[config.mk]
export PLATFORM = sky130hd
export DESIGN_NAME = special_mode_test_control
export DESIGN_NICKNAME = d
export VERILOG_FILES = /design/src/stc_pkg.sv /design/src/special_mode_test_control.sv
export SDC_FILE = /design/constraint.sdc
export NUM_CORES = 1
export LEC_CHECK = 0
export BUFFER_PORTS_ARGS = -buffer_cell sky130_fd_sc_hd__buf_2
export CAP_MARGIN = 20
export CORE_MARGIN = 10
export CORE_UTILIZATION = 34
export CTS_CLUSTER_DIAMETER = 200
export DETAILED_ROUTE_END_ITERATION = 10
export MAX_ROUTING_LAYER = met4
export PLACE_DENSITY = 0.61
export SLEW_MARGIN = 25
export SYNTH_ARGS = -nofsm -noshare
export SYNTH_HDL_FRONTEND = slang
export SYNTH_SLANG_ARGS = --single-unit
export TNS_END_PERCENT = 20
[constraint.sdc]
create_clock -name clk_sys_i -period 5.2 [get_ports clk_sys_i]
set_input_delay 0.52 -clock clk_sys_i [delete_from_list [all_inputs] [get_ports clk_sys_i]]
set_output_delay 0.52 -clock clk_sys_i [all_outputs]
set_load 0.05 [all_outputs]
[src/stc_pkg.sv]
/*
  Package for the special-mode test control block: register byte offsets,
  field positions, reset values, the packed carrier of the test control
  fields, and the bus constants. Assumes a 32-bit AHB-Lite register bus.
*/
package stc_pkg;

  // ------------------------------------------------------------
  // register map (byte addresses, one word each)
  // ------------------------------------------------------------
  localparam logic [7:0] OFS_TEST_CTRL = 8'h00; // test_functions_control
  localparam logic [7:0] OFS_BAUD_TEST = 8'h04; // serial_baud_rate_control test bits
  localparam logic [7:0] OFS_MODE = 8'h08;      // mode privileges
  localparam logic [7:0] OFS_STATUS = 8'h0c;    // read-only status

  // ------------------------------------------------------------
  // field positions
  // ------------------------------------------------------------
  localparam int TC_ILLEGAL_OP = 7;
  localparam int TC_CC_OUT = 6;
  localparam int TC_BYPASS = 5;
  localparam int TC_RST_DIS = 4;
  localparam int TC_FORCE_CM = 3;
  localparam int TC_FORCE_WD = 2;
  localparam int TC_CFG_OVR = 1;
  localparam int BT_CHAIN_CLR = 7;
  localparam int BT_CLK_TEST = 6;
  localparam int MD_SPECIAL = 0;
  localparam int MD_IRV = 1;
  localparam int MD_MUX_BUS = 2;
  localparam int MD_BOOT_ROM = 3;

  // ------------------------------------------------------------
  // reset values and fixed addresses
  // ------------------------------------------------------------
  localparam logic [7:0] TEST_CTRL_RESET = 8'h00;
  localparam logic [15:0] VECTOR_BASE_SPECIAL = 16'hbfc0;
  localparam logic [15:0] VECTOR_BASE_NORMAL = 16'hffc0;
  localparam logic [15:0] BOOT_ROM_BASE = 16'hbf40;
  localparam logic [15:0] BOOT_ROM_LAST = 16'hbfff;
  localparam logic [1:0] HTRANS_NONSEQ = 2'b10;

  // ------------------------------------------------------------
  // carrier of the test control fields
  // ------------------------------------------------------------
  typedef struct packed {
    logic illegal_opcode_test_enable;
    logic condition_code_output_enable;
    logic timer_divider_bypass;
    logic reset_disable;
    logic force_clock_monitor_failure;
    logic force_watchdog_timeout;
    logic configuration_override;
    logic spare;
  } test_ctrl_t;

endpackage

[src/special_mode_test_control.sv]
/*
  Special-mode test control block: test control register, baud test bits,
  mode privilege latch and the datapath effects they steer.
  Assumes one 10 MHz clock, an AHB-Lite master, CPU/timer/SCI signals on
  the same clock, and the instruction-fetch indicator arriving from a pin.
*/
// Implementation choices: the AHB-Lite interface to the registers and the register offsets.
// Overview of operation
// - test control writable only in special mode
// - normal mode: test control zero, writes refused
// - special latch set at reset, clear-only
// - illegal opcode test: no service, address decrements
// - condition code flags drive port A 7..3
// - condition code output removes internal ROM
// - bypass splits timer, E clock drives halves
// - reset disable blocks resets; zero in normal
// - reset disable is one after special reset
// - forced clock monitor failure needs monitor enable
// - forced watchdog timeout needs watchdog enabled
// - reset disable beats both forced failures
// - override maps ROM, EEPROM, enables watchdog
// - baud test bits special only, cleared normal
// - baud test bits always read zero
// - chain clear write resets baud chain
// - clock test puts rx xor tx clock
// - watchdog, clock monitor off by default special
// - opcode zero makes address a counter
// - visibility drives internal reads onto bus
// - visibility disabled in normal modes
// - bootstrap reset maps boot ROM for vectors
// - boot firmware loads program, jumps zero
// - bootstrap lets software enable multiplexed bus
// - clearing boot ROM enable unmaps it
`timescale 1ns/1ns
module special_mode_test_control
  import stc_pkg::*;
(
  input wire logic clk_sys_i,
  input wire logic rst_b_i,
  // AHB-Lite slave
  input wire logic hsel_i,
  input wire logic [7:0] haddr_i,
  input wire logic [1:0] htrans_i,
  input wire logic hwrite_i,
  input wire logic [2:0] hsize_i,
  input wire logic [31:0] hwdata_i,
  input wire logic hready_i,
  output logic [31:0] hrdata_o,
  output logic hreadyout_o,
  output logic hresp_o,
  // mode straps from the reset logic, steady around reset release
  input wire logic special_mode_strap_i,
  input wire logic bootstrap_strap_i,
  input wire logic expanded_strap_i,
  // configuration sources
  input wire logic clock_monitor_enable_i,
  input wire logic watchdog_disable_config_i,
  input wire logic rom_enable_config_i,
  input wire logic watchdog_timeout_i,
  input wire logic clock_fail_i,
  // CPU side
  input wire logic [4:0] cc_flags_i,
  input wire logic [4:0] port_a_normal_i,
  input wire logic instruction_fetch_indicator_b_i,
  input wire logic illegal_opcode_i,
  input wire logic opcode_zero_i,
  input wire logic [15:0] cpu_addr_i,
  input wire logic internal_read_i,
  input wire logic [7:0] internal_data_i,
  // SCI side
  input wire logic rx_clk_i,
  input wire logic tx_clk_i,
  input wire logic txd_i,
  // outputs
  output logic [4:0] port_a_o,
  output logic watchdog_reset_o,
  output logic clock_monitor_reset_o,
  output logic watchdog_active_o,
  output logic clock_monitor_active_o,
  output logic rom_mapped_o,
  output logic eeprom_mapped_o,
  output logic boot_rom_mapped_o,
  output logic [15:0] vector_base_o,
  output logic timer_split_o,
  output logic baud_chain_reset_o,
  output logic transmit_data_pin_o,
  output logic [7:0] ext_data_o,
  output logic ext_data_oe_b_o,
  output logic multiplexed_bus_o,
  output logic [15:0] addr_o,
  output logic addr_override_o,
  output logic illegal_no_service_o
);

  // ------------------------------------------------------------
  // reset release and strap capture
  // ------------------------------------------------------------
  logic [1:0] rst_sync;
  logic rst_n;
  logic straps_taken;
  logic expanded;

  // two flops so the release is clean against the clock
  always_ff @(posedge clk_sys_i or negedge rst_b_i)
  begin
    if (!rst_b_i)
      rst_sync <= 2'b00;
    else
      rst_sync <= {rst_sync[0], 1'b1};
  end
  assign rst_n = rst_sync[1];

  // straps cannot be loaded under the async reset, so they are taken
  // on the first edge after release
  always_ff @(posedge clk_sys_i or negedge rst_n)
  begin
    if (!rst_n)
      straps_taken <= 1'b0;
    else
      straps_taken <= 1'b1;
  end

  // ------------------------------------------------------------
  // AHB-Lite address and data phase
  // ------------------------------------------------------------
  logic wr_pend;
  logic [7:0] wr_addr;
  logic rd_go;
  logic wr_go;
  logic [7:0] wdata;

  assign rd_go = hsel_i && hready_i && (htrans_i == HTRANS_NONSEQ) && !hwrite_i;
  assign wdata = hwdata_i[7:0];
  assign wr_go = wr_pend;

  // write address is held into the data phase, where hwdata stands
  always_ff @(posedge clk_sys_i or negedge rst_n)
  begin
    if (!rst_n)
    begin
      wr_pend <= 1'b0;
      wr_addr <= 8'h00;
    end
    else
    begin
      wr_pend <= hsel_i && hready_i && (htrans_i == HTRANS_NONSEQ) && hwrite_i;
      wr_addr <= haddr_i;
    end
  end

  // zero wait states, always OKAY
  always_ff @(posedge clk_sys_i or negedge rst_n)
  begin
    if (!rst_n)
    begin
      hreadyout_o <= 1'b0;
      hresp_o <= 1'b0;
    end
    else
    begin
      hreadyout_o <= 1'b1;
      hresp_o <= 1'b0;
    end
  end

  // ------------------------------------------------------------
  // mode privileges
  // ------------------------------------------------------------
  logic special_mode_latch;
  logic internal_read_visibility;
  logic multiplexed_bus_enable;
  logic boot_rom_enable;
  logic mode_wr;

  assign mode_wr = wr_go && (wr_addr == OFS_MODE);

  always_ff @(posedge clk_sys_i or negedge rst_n)
  begin
    if (!rst_n)
    begin
      special_mode_latch <= 1'b0;
      internal_read_visibility <= 1'b0;
      multiplexed_bus_enable <= 1'b0;
      boot_rom_enable <= 1'b0;
      expanded <= 1'b0;
    end
    else if (!straps_taken)
    begin
      special_mode_latch <= special_mode_strap_i;
      internal_read_visibility <= special_mode_strap_i && !bootstrap_strap_i;
      multiplexed_bus_enable <= expanded_strap_i;
      boot_rom_enable <= special_mode_strap_i && bootstrap_strap_i;
      expanded <= expanded_strap_i;
    end
    else if (mode_wr)
    begin
      // latch and visibility may be cleared, never set again
      special_mode_latch <= special_mode_latch && wdata[MD_SPECIAL];
      internal_read_visibility <= internal_read_visibility && wdata[MD_IRV]
        && wdata[MD_SPECIAL];
      if (special_mode_latch)
      begin
        multiplexed_bus_enable <= wdata[MD_MUX_BUS];
        boot_rom_enable <= wdata[MD_BOOT_ROM];
      end
    end
  end

  // ------------------------------------------------------------
  // test control and baud test bits
  // ------------------------------------------------------------
  test_ctrl_t test_ctrl;
  logic baud_clock_test;
  logic force_cm_pulse;
  logic force_wd_pulse;
  logic tc_wr;
  logic bt_wr;

  assign tc_wr = wr_go && (wr_addr == OFS_TEST_CTRL) && special_mode_latch;
  assign bt_wr = wr_go && (wr_addr == OFS_BAUD_TEST) && special_mode_latch;

  always_ff @(posedge clk_sys_i or negedge rst_n)
  begin
    if (!rst_n)
      test_ctrl <= test_ctrl_t'(TEST_CTRL_RESET);
    else if (!straps_taken)
    begin
      test_ctrl <= test_ctrl_t'(TEST_CTRL_RESET);
      test_ctrl.reset_disable <= special_mode_strap_i;
    end
    else if (!special_mode_latch)
      test_ctrl <= test_ctrl_t'(TEST_CTRL_RESET);
    else if (tc_wr)
    begin
      test_ctrl <= test_ctrl_t'(wdata);
      test_ctrl.spare <= 1'b0;
    end
  end

  // a write of one to a force bit fires once, at the write
  always_ff @(posedge clk_sys_i or negedge rst_n)
  begin
    if (!rst_n)
    begin
      force_cm_pulse <= 1'b0;
      force_wd_pulse <= 1'b0;
    end
    else
    begin
      force_cm_pulse <= tc_wr && wdata[TC_FORCE_CM];
      force_wd_pulse <= tc_wr && wdata[TC_FORCE_WD];
    end
  end

  // the test bits have no read path; they only steer the SCI pins
  always_ff @(posedge clk_sys_i or negedge rst_n)
  begin
    if (!rst_n)
    begin
      baud_clock_test <= 1'b0;
      baud_chain_reset_o <= 1'b0;
    end
    else
    begin
      if (!special_mode_latch)
        baud_clock_test <= 1'b0;
      else if (bt_wr)
        baud_clock_test <= wdata[BT_CLK_TEST];
      baud_chain_reset_o <= bt_wr && wdata[BT_CHAIN_CLR];
    end
  end

  // ------------------------------------------------------------
  // register read
  // ------------------------------------------------------------
  logic [7:0] next_rdata;

  always_comb
  begin
    next_rdata = 8'h00;
    unique case (haddr_i)
      OFS_TEST_CTRL: next_rdata = test_ctrl;
      OFS_BAUD_TEST: next_rdata = 8'h00;
      OFS_MODE: next_rdata = {4'h0, boot_rom_enable, multiplexed_bus_enable,
        internal_read_visibility, special_mode_latch};
      OFS_STATUS: next_rdata = {2'b00, addr_override_o, illegal_no_service_o,
        watchdog_active_o, clock_monitor_active_o, rom_mapped_o,
        boot_rom_mapped_o};
      default: next_rdata = 8'h00;
    endcase
  end

  // data is sampled in the address phase and stands in the data phase
  always_ff @(posedge clk_sys_i or negedge rst_n)
  begin
    if (!rst_n)
      hrdata_o <= 32'h0000_0000;
    else if (rd_go)
      hrdata_o <= {24'h00_0000, next_rdata};
  end

  // ------------------------------------------------------------
  // watchdog and clock monitor resets, memory map
  // ------------------------------------------------------------
  logic wd_enabled;
  logic cm_enabled;

  assign wd_enabled = !watchdog_disable_config_i || test_ctrl.configuration_override;
  assign cm_enabled = clock_monitor_enable_i;

  // reset disable dominates every source, forced ones included
  always_ff @(posedge clk_sys_i or negedge rst_n)
  begin
    if (!rst_n)
    begin
      watchdog_reset_o <= 1'b0;
      clock_monitor_reset_o <= 1'b0;
      watchdog_active_o <= 1'b0;
      clock_monitor_active_o <= 1'b0;
    end
    else
    begin
      watchdog_reset_o <= !test_ctrl.reset_disable && wd_enabled
        && (watchdog_timeout_i || force_wd_pulse);
      clock_monitor_reset_o <= !test_ctrl.reset_disable && cm_enabled
        && (clock_fail_i || force_cm_pulse);
      watchdog_active_o <= !test_ctrl.reset_disable && wd_enabled;
      clock_monitor_active_o <= !test_ctrl.reset_disable && cm_enabled;
    end
  end

  // normal single-chip forces ROM on so a reset vector exists
  always_ff @(posedge clk_sys_i or negedge rst_n)
  begin
    if (!rst_n)
    begin
      rom_mapped_o <= 1'b0;
      eeprom_mapped_o <= 1'b0;
      boot_rom_mapped_o <= 1'b0;
      vector_base_o <= VECTOR_BASE_NORMAL;
      multiplexed_bus_o <= 1'b0;
      timer_split_o <= 1'b0;
    end
    else
    begin
      rom_mapped_o <= !test_ctrl.condition_code_output_enable
        && (rom_enable_config_i || test_ctrl.configuration_override
        || (!special_mode_latch && !expanded));
      eeprom_mapped_o <= 1'b1;
      boot_rom_mapped_o <= boot_rom_enable;
      vector_base_o <= special_mode_latch ? VECTOR_BASE_SPECIAL : VECTOR_BASE_NORMAL;
      multiplexed_bus_o <= multiplexed_bus_enable;
      timer_split_o <= test_ctrl.timer_divider_bypass;
    end
  end

  // ------------------------------------------------------------
  // port A, SCI pin and data bus visibility
  // ------------------------------------------------------------
  always_ff @(posedge clk_sys_i or negedge rst_n)
  begin
    if (!rst_n)
    begin
      port_a_o <= 5'h00;
      transmit_data_pin_o <= 1'b1;
      ext_data_o <= 8'h00;
      ext_data_oe_b_o <= 1'b1;
    end
    else
    begin
      // flags in order H N Z V C onto bits 7..3
      port_a_o <= test_ctrl.condition_code_output_enable ? cc_flags_i
        : port_a_normal_i;
      transmit_data_pin_o <= baud_clock_test ? (rx_clk_i ^ tx_clk_i) : txd_i;
      ext_data_o <= internal_data_i;
      ext_data_oe_b_o <= !(special_mode_latch && internal_read_visibility
        && internal_read_i);
    end
  end

  // ------------------------------------------------------------
  // address bus test sequences
  // ------------------------------------------------------------
  logic [2:0] lir_sync;
  logic lir_low;
  logic counting;
  logic decrementing;

  // pin input: three flops, change accepted when the last two agree
  always_ff @(posedge clk_sys_i or negedge rst_n)
  begin
    if (!rst_n)
    begin
      lir_sync <= 3'b111;
      lir_low <= 1'b0;
    end
    else
    begin
      lir_sync <= {lir_sync[1:0], instruction_fetch_indicator_b_i};
      if (lir_sync[1] == lir_sync[2])
        lir_low <= !lir_sync[2];
    end
  end

  // the zero-opcode counter has no way out but reset
  always_ff @(posedge clk_sys_i or negedge rst_n)
  begin
    if (!rst_n)
    begin
      counting <= 1'b0;
      decrementing <= 1'b0;
      addr_o <= 16'h0000;
      addr_override_o <= 1'b0;
      illegal_no_service_o <= 1'b0;
    end
    else
    begin
      illegal_no_service_o <= test_ctrl.illegal_opcode_test_enable && lir_low;
      if (counting)
        addr_o <= addr_o + 16'h0001;
      else if (special_mode_latch && opcode_zero_i)
      begin
        counting <= 1'b1;
        addr_o <= cpu_addr_i + 16'h0001;
      end
      else if (decrementing)
      begin
        addr_o <= addr_o - 16'h0001;
        decrementing <= test_ctrl.illegal_opcode_test_enable && lir_low;
      end
      else if (test_ctrl.illegal_opcode_test_enable && lir_low && illegal_opcode_i)
      begin
        decrementing <= 1'b1;
        addr_o <= cpu_addr_i - 16'h0001;
      end
      addr_override_o <= counting || decrementing
        || (special_mode_latch && opcode_zero_i)
        || (test_ctrl.illegal_opcode_test_enable && lir_low && illegal_opcode_i);
    end
  end

endmodule

==> out/summary.txt, run 1 <==
Setup crit end kind - register
Clk pwr share - 25.7%
Drt first pass iters - 4
#FFs+latches synth - 84
Final Slew Violations - 0
Via count - 3,920
Worst R2R Start - decrementing
Share of post-route cells with drive strength above 1 - 29.24%
Worst Hold Margin - 0.2759 ns
IO Pins - 192
Min cycle time layout - 2.461 ns
Row count - 43
Worst path max stage delay - 0.73 ns
MaxCap Viol Count - 0
Finished Cell Area - 0.005761 mm^2
Leak pwr - 2.598 nW
Gr ovfl total - 0
Drt first-iter violations - 272
N_diodes - 0
Routed met2 length - 6.811 mm
Hold_buf cts - 1
Tightest Pin Transition - 0.8577 ns
EDFF count, synth - 0
M1 WL - 5.953 mm
CP Cell Sequence - buf_4 > nor3b_1 > o22ai_1 > nor3_1 > xor2_1 > o221ai_1
Hold Path Sink - lir_sync[0]
ANT nets after route - 0
Final setup vio count - 0
Delay-heaviest family, CP - flip-flops
Switch share - 44.22%
H-Tree Depth - 3
Crit Path Max Fanout - 26
Number of remaining DRC errors - 0
CP startpoint kind - register
Reg clk slew, reported paths - 0.06 ns
Port Buf Inserts - 124
Cts repair resizes - 0
Vias in the first global route - 4,164
Largest net degree at the start of global routing - 46
Clk sinks - 84
Register area share after synthesis - 43.45%
Syn. warnings - 0
Top cells by area, synth - dfrtp_1 40%, buf_4 7.0%, mux2i_1 5.8%
Status - finished, final reports clean
Post-CTS Setup Repair Bufs - 0
DR WL/cell - 17.60 um
Relative slew slack - 42.82%
RSZ-0062 raised after global routing - false
Initial antenna violation count - 0
TNS Setup - 0 ns
Commonest non-fill, non-tap cell in the layout - buf_2
RR Endpoint - addr_o[15]
Synthesis-to-layout area growth - 18.66%
Placed cell areas - 0.005451 mm^2
Drt total wl - 13.77 mm
Top FF cell, synth - dfrtp_1
Die Width - 139.5 um
Hold path cells - 1
Nets - 699
Int Pwr - 1.416 mW
Vias per cell - 5.013
Total Power - 2.538 mW
NetSw - 1.122 mW
DR top layer - met4
CP max stage cell - dfrtp_1
Commonest non-fill, non-tap cells in the layout - 124 x buf_2, 77 x dfrtp_1, 42 x conb_1
Maximum vdd drop - 250.9 uV
Final Cycle Share - 47.33%
Required time worst endpoint - 5.39 ns
Worst reg2reg path depth - 6
Num CTS Buffers - 9
WL met3 - 800 um
Worst EP arrival - 2.66 ns
GRT Total Usage - 14.32%
Yosys top cell area share - 40.21%
Sequential power share - 37.4%
Clk buf depth - 2
Die Y - 139.5 um
Die area - 0.01946 mm^2
Clock latency at the later pin of the worst-skew pair - 0.34 ns
Avg Synthesized Cell Area - 10.01 um^2
Clock Tree Root - clkbuf_16
Placeable Area - 0.01393 mm^2
Critical path type - register to register
Hold path start - instruction_fetch_indicator_b_i
Dominant cell type by area after synthesis - dfrtp_1
FMAX - 0.4063 GHz
Critical path buffer and inverter count - 1
Logic pwr share - 36.9%
Syn Inst Count - 485
R2R setup slack - 2.74 ns
Fill count - 1,396
Pwr dens - 440.6 mW/mm^2
Final Hold Violating Endpoints - 0
First-pass GRT wire length - 22.43 mm
CTS tree - yes
Distinct cells, synth - 68
Gpl congestion - 0.9400
Post-DP HPWL - 10.76 mm
Post-synth ARST share - 100.0%
Worst Clk Skew - 0.007624 ns
Hold Path Class - primary input to register
Initial Util - 34.84%
Mapped cell area - 0.004855 mm^2
==> kinds of logic (layout without fill, tap and decap cells) <==
logic type | Yosys count | in the layout | synth area share [%]
fa+ha+maj | 3 | 3 | 0.7733
xor+xnor | 40 | 40 | 7.217
buf+inv | 79 | 156 | 10.10
compound gates | 87 | 87 | 12.53
flops | 84 | 84 | 43.45
other cells | 2 | 42 | 0.1547
mux | 34 | 34 | 7.165
simple gates | 156 | 156 | 18.61
==> sequential cells by signal, indices dropped and copies added (netlist names), 2 cells and up <==
name and count:
hrdata_o 8, rst_sync 2, test_ctrl 7, port_a_o 5
addr_o 16, wr_addr 8, ext_data_o 8, lir_sync 3
==> worst reg2reg max path: cells and delay by family, from the launching register on <==
| family | cells | cell delay [ns] |
|---|---|---|
| flops | 1 | 0.73 |
| simple gates | 2 | 0.62 |
| buf+inv | 1 | 0.43 |
| compound gates | 2 | 0.36 |
| xor+xnor | 1 | 0.19 |
==> synthesized netlist by cell type, drive strengths merged (3+ instances only) <==
library cell and n:
nor2 36, clkbuf 12, mux2i 28, nor3 15
a31oi 3, and4 3, buf 55, dfstp 6
a21oi 17, nor3b 7, or3 3, nand2 37
o22ai 4, nand3 13, a22oi 9, o21a 5
ha 3, o21ai 24, nor4 8, and2 4
and4b 3, nand4 10, mux2 6, xnor2 21
nand2b 4, inv 12, xor2 19, o211ai 5
dfrtp 78
==> power groups by stage <==
stage	sequential (mW)	clock [mW]	combinational [mW]
global placement	0.960	0	0.914
global route	0.969	0.697	1.01
detailed placement	0.959	0	0.938
finish	0.950	0.652	0.936
CTS	0.947	0.673	0.942
floorplan	1.10	0	0.595
==> metrics by stage <==
step	utilization [%]	instances	setup slack, ns
after detailed placement	39.12	765	2.781
after CTS	41.34	782	2.745
after global routing	41.34	782	2.512
after floorplan	-	525	2.603
final	41.34	782	2.739
after global placement	38.92	764	2.782
==> area by class of cell <==
cell class	count	area, um^2	share of cell area, %
multi-input cells	362	2405	41.75
flip-flops and latches	84	2113	36.69
repair buffers	128	673.1	11.69
clock buffers	9	225.2	3.910
well taps	180	225.2	3.910
clock inverters	7	73.82	1.281
inverters	12	45.04	0.7819
==> routing by layer <==
layer | track usage, % | vias to the layer above
li1 | - | 1853
met1 | 17.39 | 1915
met2 | 23.20 | 137
met3 | 2.926 | 15
met4 | 4.887 | 0
met5 | - | -
==> worst max-delay path by stage <==
| stage | cells past startpoint | start | slack (ns) | end |
|---|---|---|---|---|
| 2_1_floorplan | 11 | decrementing | 2.60 | addr_o[6] |
| 3_3_place_gp | 6 | decrementing | 2.78 | addr_o[15] |
| 3_5_place_dp | 6 | decrementing | 2.78 | addr_o[15] |
| 4_1_cts | 6 | decrementing | 2.74 | addr_o[15] |
| 5_1_grt | 7 | counting | 2.51 | addr_o[8] |
| 6_report | 6 | decrementing | 2.74 | addr_o[15] |
No activity file was read; power rests on OpenSTA's default activity.
==> run 2, diff against run 1 <==
Settings changed: ABC_AREA set to 1, PLACE_DENSITY 0.61 to 0.63.
Clock period 5.2 ns to 2 ns, I/O delays scaled along.
==> run 2 against run 1 <==
Against the previous run: critical path depth up 8; clock power up 150%; via count up 17%; die area up 3.4%; largest power group unchanged.
==> out/summary.txt, run 2 <==
Status - finished, final reports clean
DR WL/cell - 14.48 um
Drt first-iter violations - 240
Hold Path Class - primary input to register
Leak pwr - 3.248 nW
Setup crit end kind - register
First-pass GRT wire length - 23.11 mm
Placeable Area - 0.01453 mm^2
Relative slew slack - 65.29%
Top FF cell, synth - dfrtp_1
Max reg flops - 16
Num CTS Buffers - 9
Clock latency at the later pin of the worst-skew pair - 0.33 ns
Post-DP HPWL - 11.55 mm
Drt first pass iters - 5
Maximum vdd drop - 568.5 uV
Share of post-route cells with drive strength above 1 - 27.18%
Nets - 910
Avg Synthesized Cell Area - 7.767 um^2
Die Y - 141.9 um
Final setup margin - 0.09205 ns
R2R setup slack - 0.09 ns
#FFs+latches synth - 84
IO Pins - 192
Post-synth ARST share - 100.0%
Gr ovfl total - 0
Drt total wl - 14.43 mm
Distinct cells, synth - 51
Top reg by flops - addr_o
Number of remaining DRC errors - 0
Placed cell count - 961
Commonest non-fill, non-tap cells in the layout - 166 x nand2_1, 124 x buf_2, 77 x dfrtp_1
Gpl congestion - 0.8854
Vias in the first global route - 4,704
Via count - 4,601
Clock Tree Root - clkbuf_16
Required time worst endpoint - 2.22 ns
Worst Clk Skew - 0.01068 ns
Most frequent cell after synthesis - nand2_1
Min cycle time layout - 1.908 ns
Commonest non-fill, non-tap cell in the layout - nand2_1
Worst EP arrival - 2.13 ns
Initial antenna violation count - 0
Port Buf Inserts - 124
Final Non-Filler Cells - 997
Reg clk slew, reported paths - 0.06 ns
H-Tree Depth - 3
Dominant cell type by area after synthesis - dfrtp_1
Final Cycle Share - 95.40%
Clk buf depth - 2
Pwr dens - 952.8 mW/mm^2
Mapped cell area - 0.005049 mm^2
Die area - 0.02012 mm^2
FMAX - 0.5241 GHz
Vias per cell - 4.615
Die Width - 141.9 um
Pre-CTS WS - 0.07788 ns
N_diodes - 0
Crit Path Max Fanout - 10
Register area share after synthesis - 41.78%
Top cells by area, synth - dfrtp_1 39%, nand2_1 12%, buf_4 6.1%
Final setup vio count - 0
Synth cell count leaders - 166 x nand2_1, 78 x dfrtp_1, 60 x inv_1
Tightest Pin Transition - 0.5164 ns
Largest net degree at the start of global routing - 36
Clk sinks - 84
Yosys top cell area share - 38.66%
Synthesis-to-layout area growth - 25.38%
CTS tree - yes
Critical path type - register to register
ANT nets after route - 0
Final Hold Violating Endpoints - 0
Final Slew Violations - 0
Syn. warnings - 0
EDFF count, synth - 0
GRT Total Usage - 14.55%
Fill count - 1,473
CP startpoint kind - register
Initial Util - 34.74%
Syn Inst Count - 650
RSZ-0062 raised after global routing - true
Row count - 44
MaxCap Viol Count - 0
## run 2: repair_timing
item,in CTS,in global routing
endpoints found under the hold margin,18,0
buffers inserted,0,3
setup endpoints to repair,0,8
gates resized for setup,0,10
hold buffers,17,0
## run 2: worst paths after layout
path | startpoint | end | cells past startpoint
setup / recovery | decrementing | addr_o[12] | 14
hold / removal | haddr_i[3] | wr_addr[3] | 1
setup reg to reg | decrementing | addr_o[12] | 14
hold reg to reg | rst_sync[1] | wr_addr[6] | 0
max in group asynchronous | rst_sync[1] | transmit_data_pin_o | 1
min in group asynchronous | rst_b_i | rst_sync[1] | 2
## run 2: cell type report
class / instances / area, um^2 / share of cell area [%]
inverters: 71 / 274.0 / 4.329
repair buffers: 160 / 970.9 / 15.34
multi-input cells: 482 / 2449 / 38.68
clock inverters: 5 / 60.06 / 0.9488
well taps: 184 / 230.2 / 3.637
clock buffers: 11 / 232.7 / 3.677
flip-flops and latches: 84 / 2113 / 33.39
## run 2: worst max-delay path, cell delays in order, from the launching register on
cell     delay, ns
dfrtp_1       0.41
buf_12        0.16
inv_8         0.05
nand2_1       0.04
nand2_1       0.08
ha_2          0.19
inv_2         0.04
a21oi_2       0.14
nand2_2       0.13
nor3_2        0.20
nand3_1       0.11
nand3_1       0.10
nand2_1       0.05
nand2_1       0.06
nand2_1       0.04
## run 2: report_power, final
part / internal (mW) / switching (mW) / total, mW
sequential: 1.93 / 0.372 / 2.30
clock: 0.973 / 0.657 / 1.63
combinational: 0.557 / 1.54 / 2.10
total: 3.46 / 2.57 / 6.03
## run 2: stage by stage
stage               utilization (%)  setup TNS [ns]  hold slack (ns)  power, mW  instance area (um^2)
floorplan                         -               0         -0.09559      3.866                  5200
global placement              40.04               0         -0.01356      4.399                  5819
detailed placement            40.04               0         -0.01220      4.422                  5819
CTS                           43.22               0         0.006786      6.124                  6282
global route                  43.55         -0.2379         0.005217      6.407                  6330
finish                        43.55               0          0.02392      6.031                  6330
## run 2: routing by layer
metal	GRT usage, %	wire length [um]	up-vias
met2	25.31	7455	139
met1	17.03	6099	2130
met4	3.281	110	0
met5	-	0	-
li1	-	-	2325
met3	2.737	767	7
## run 2: logic make-up after synthesis
logic type,count (synthesis),synth area share (%)
compound gates,95,10.81
other cells,2,0.1488
fa+ha+maj,3,0.7436
simple gates,327,30.88
flops,84,41.78
xor+xnor,15,2.602
buf+inv,124,13.04
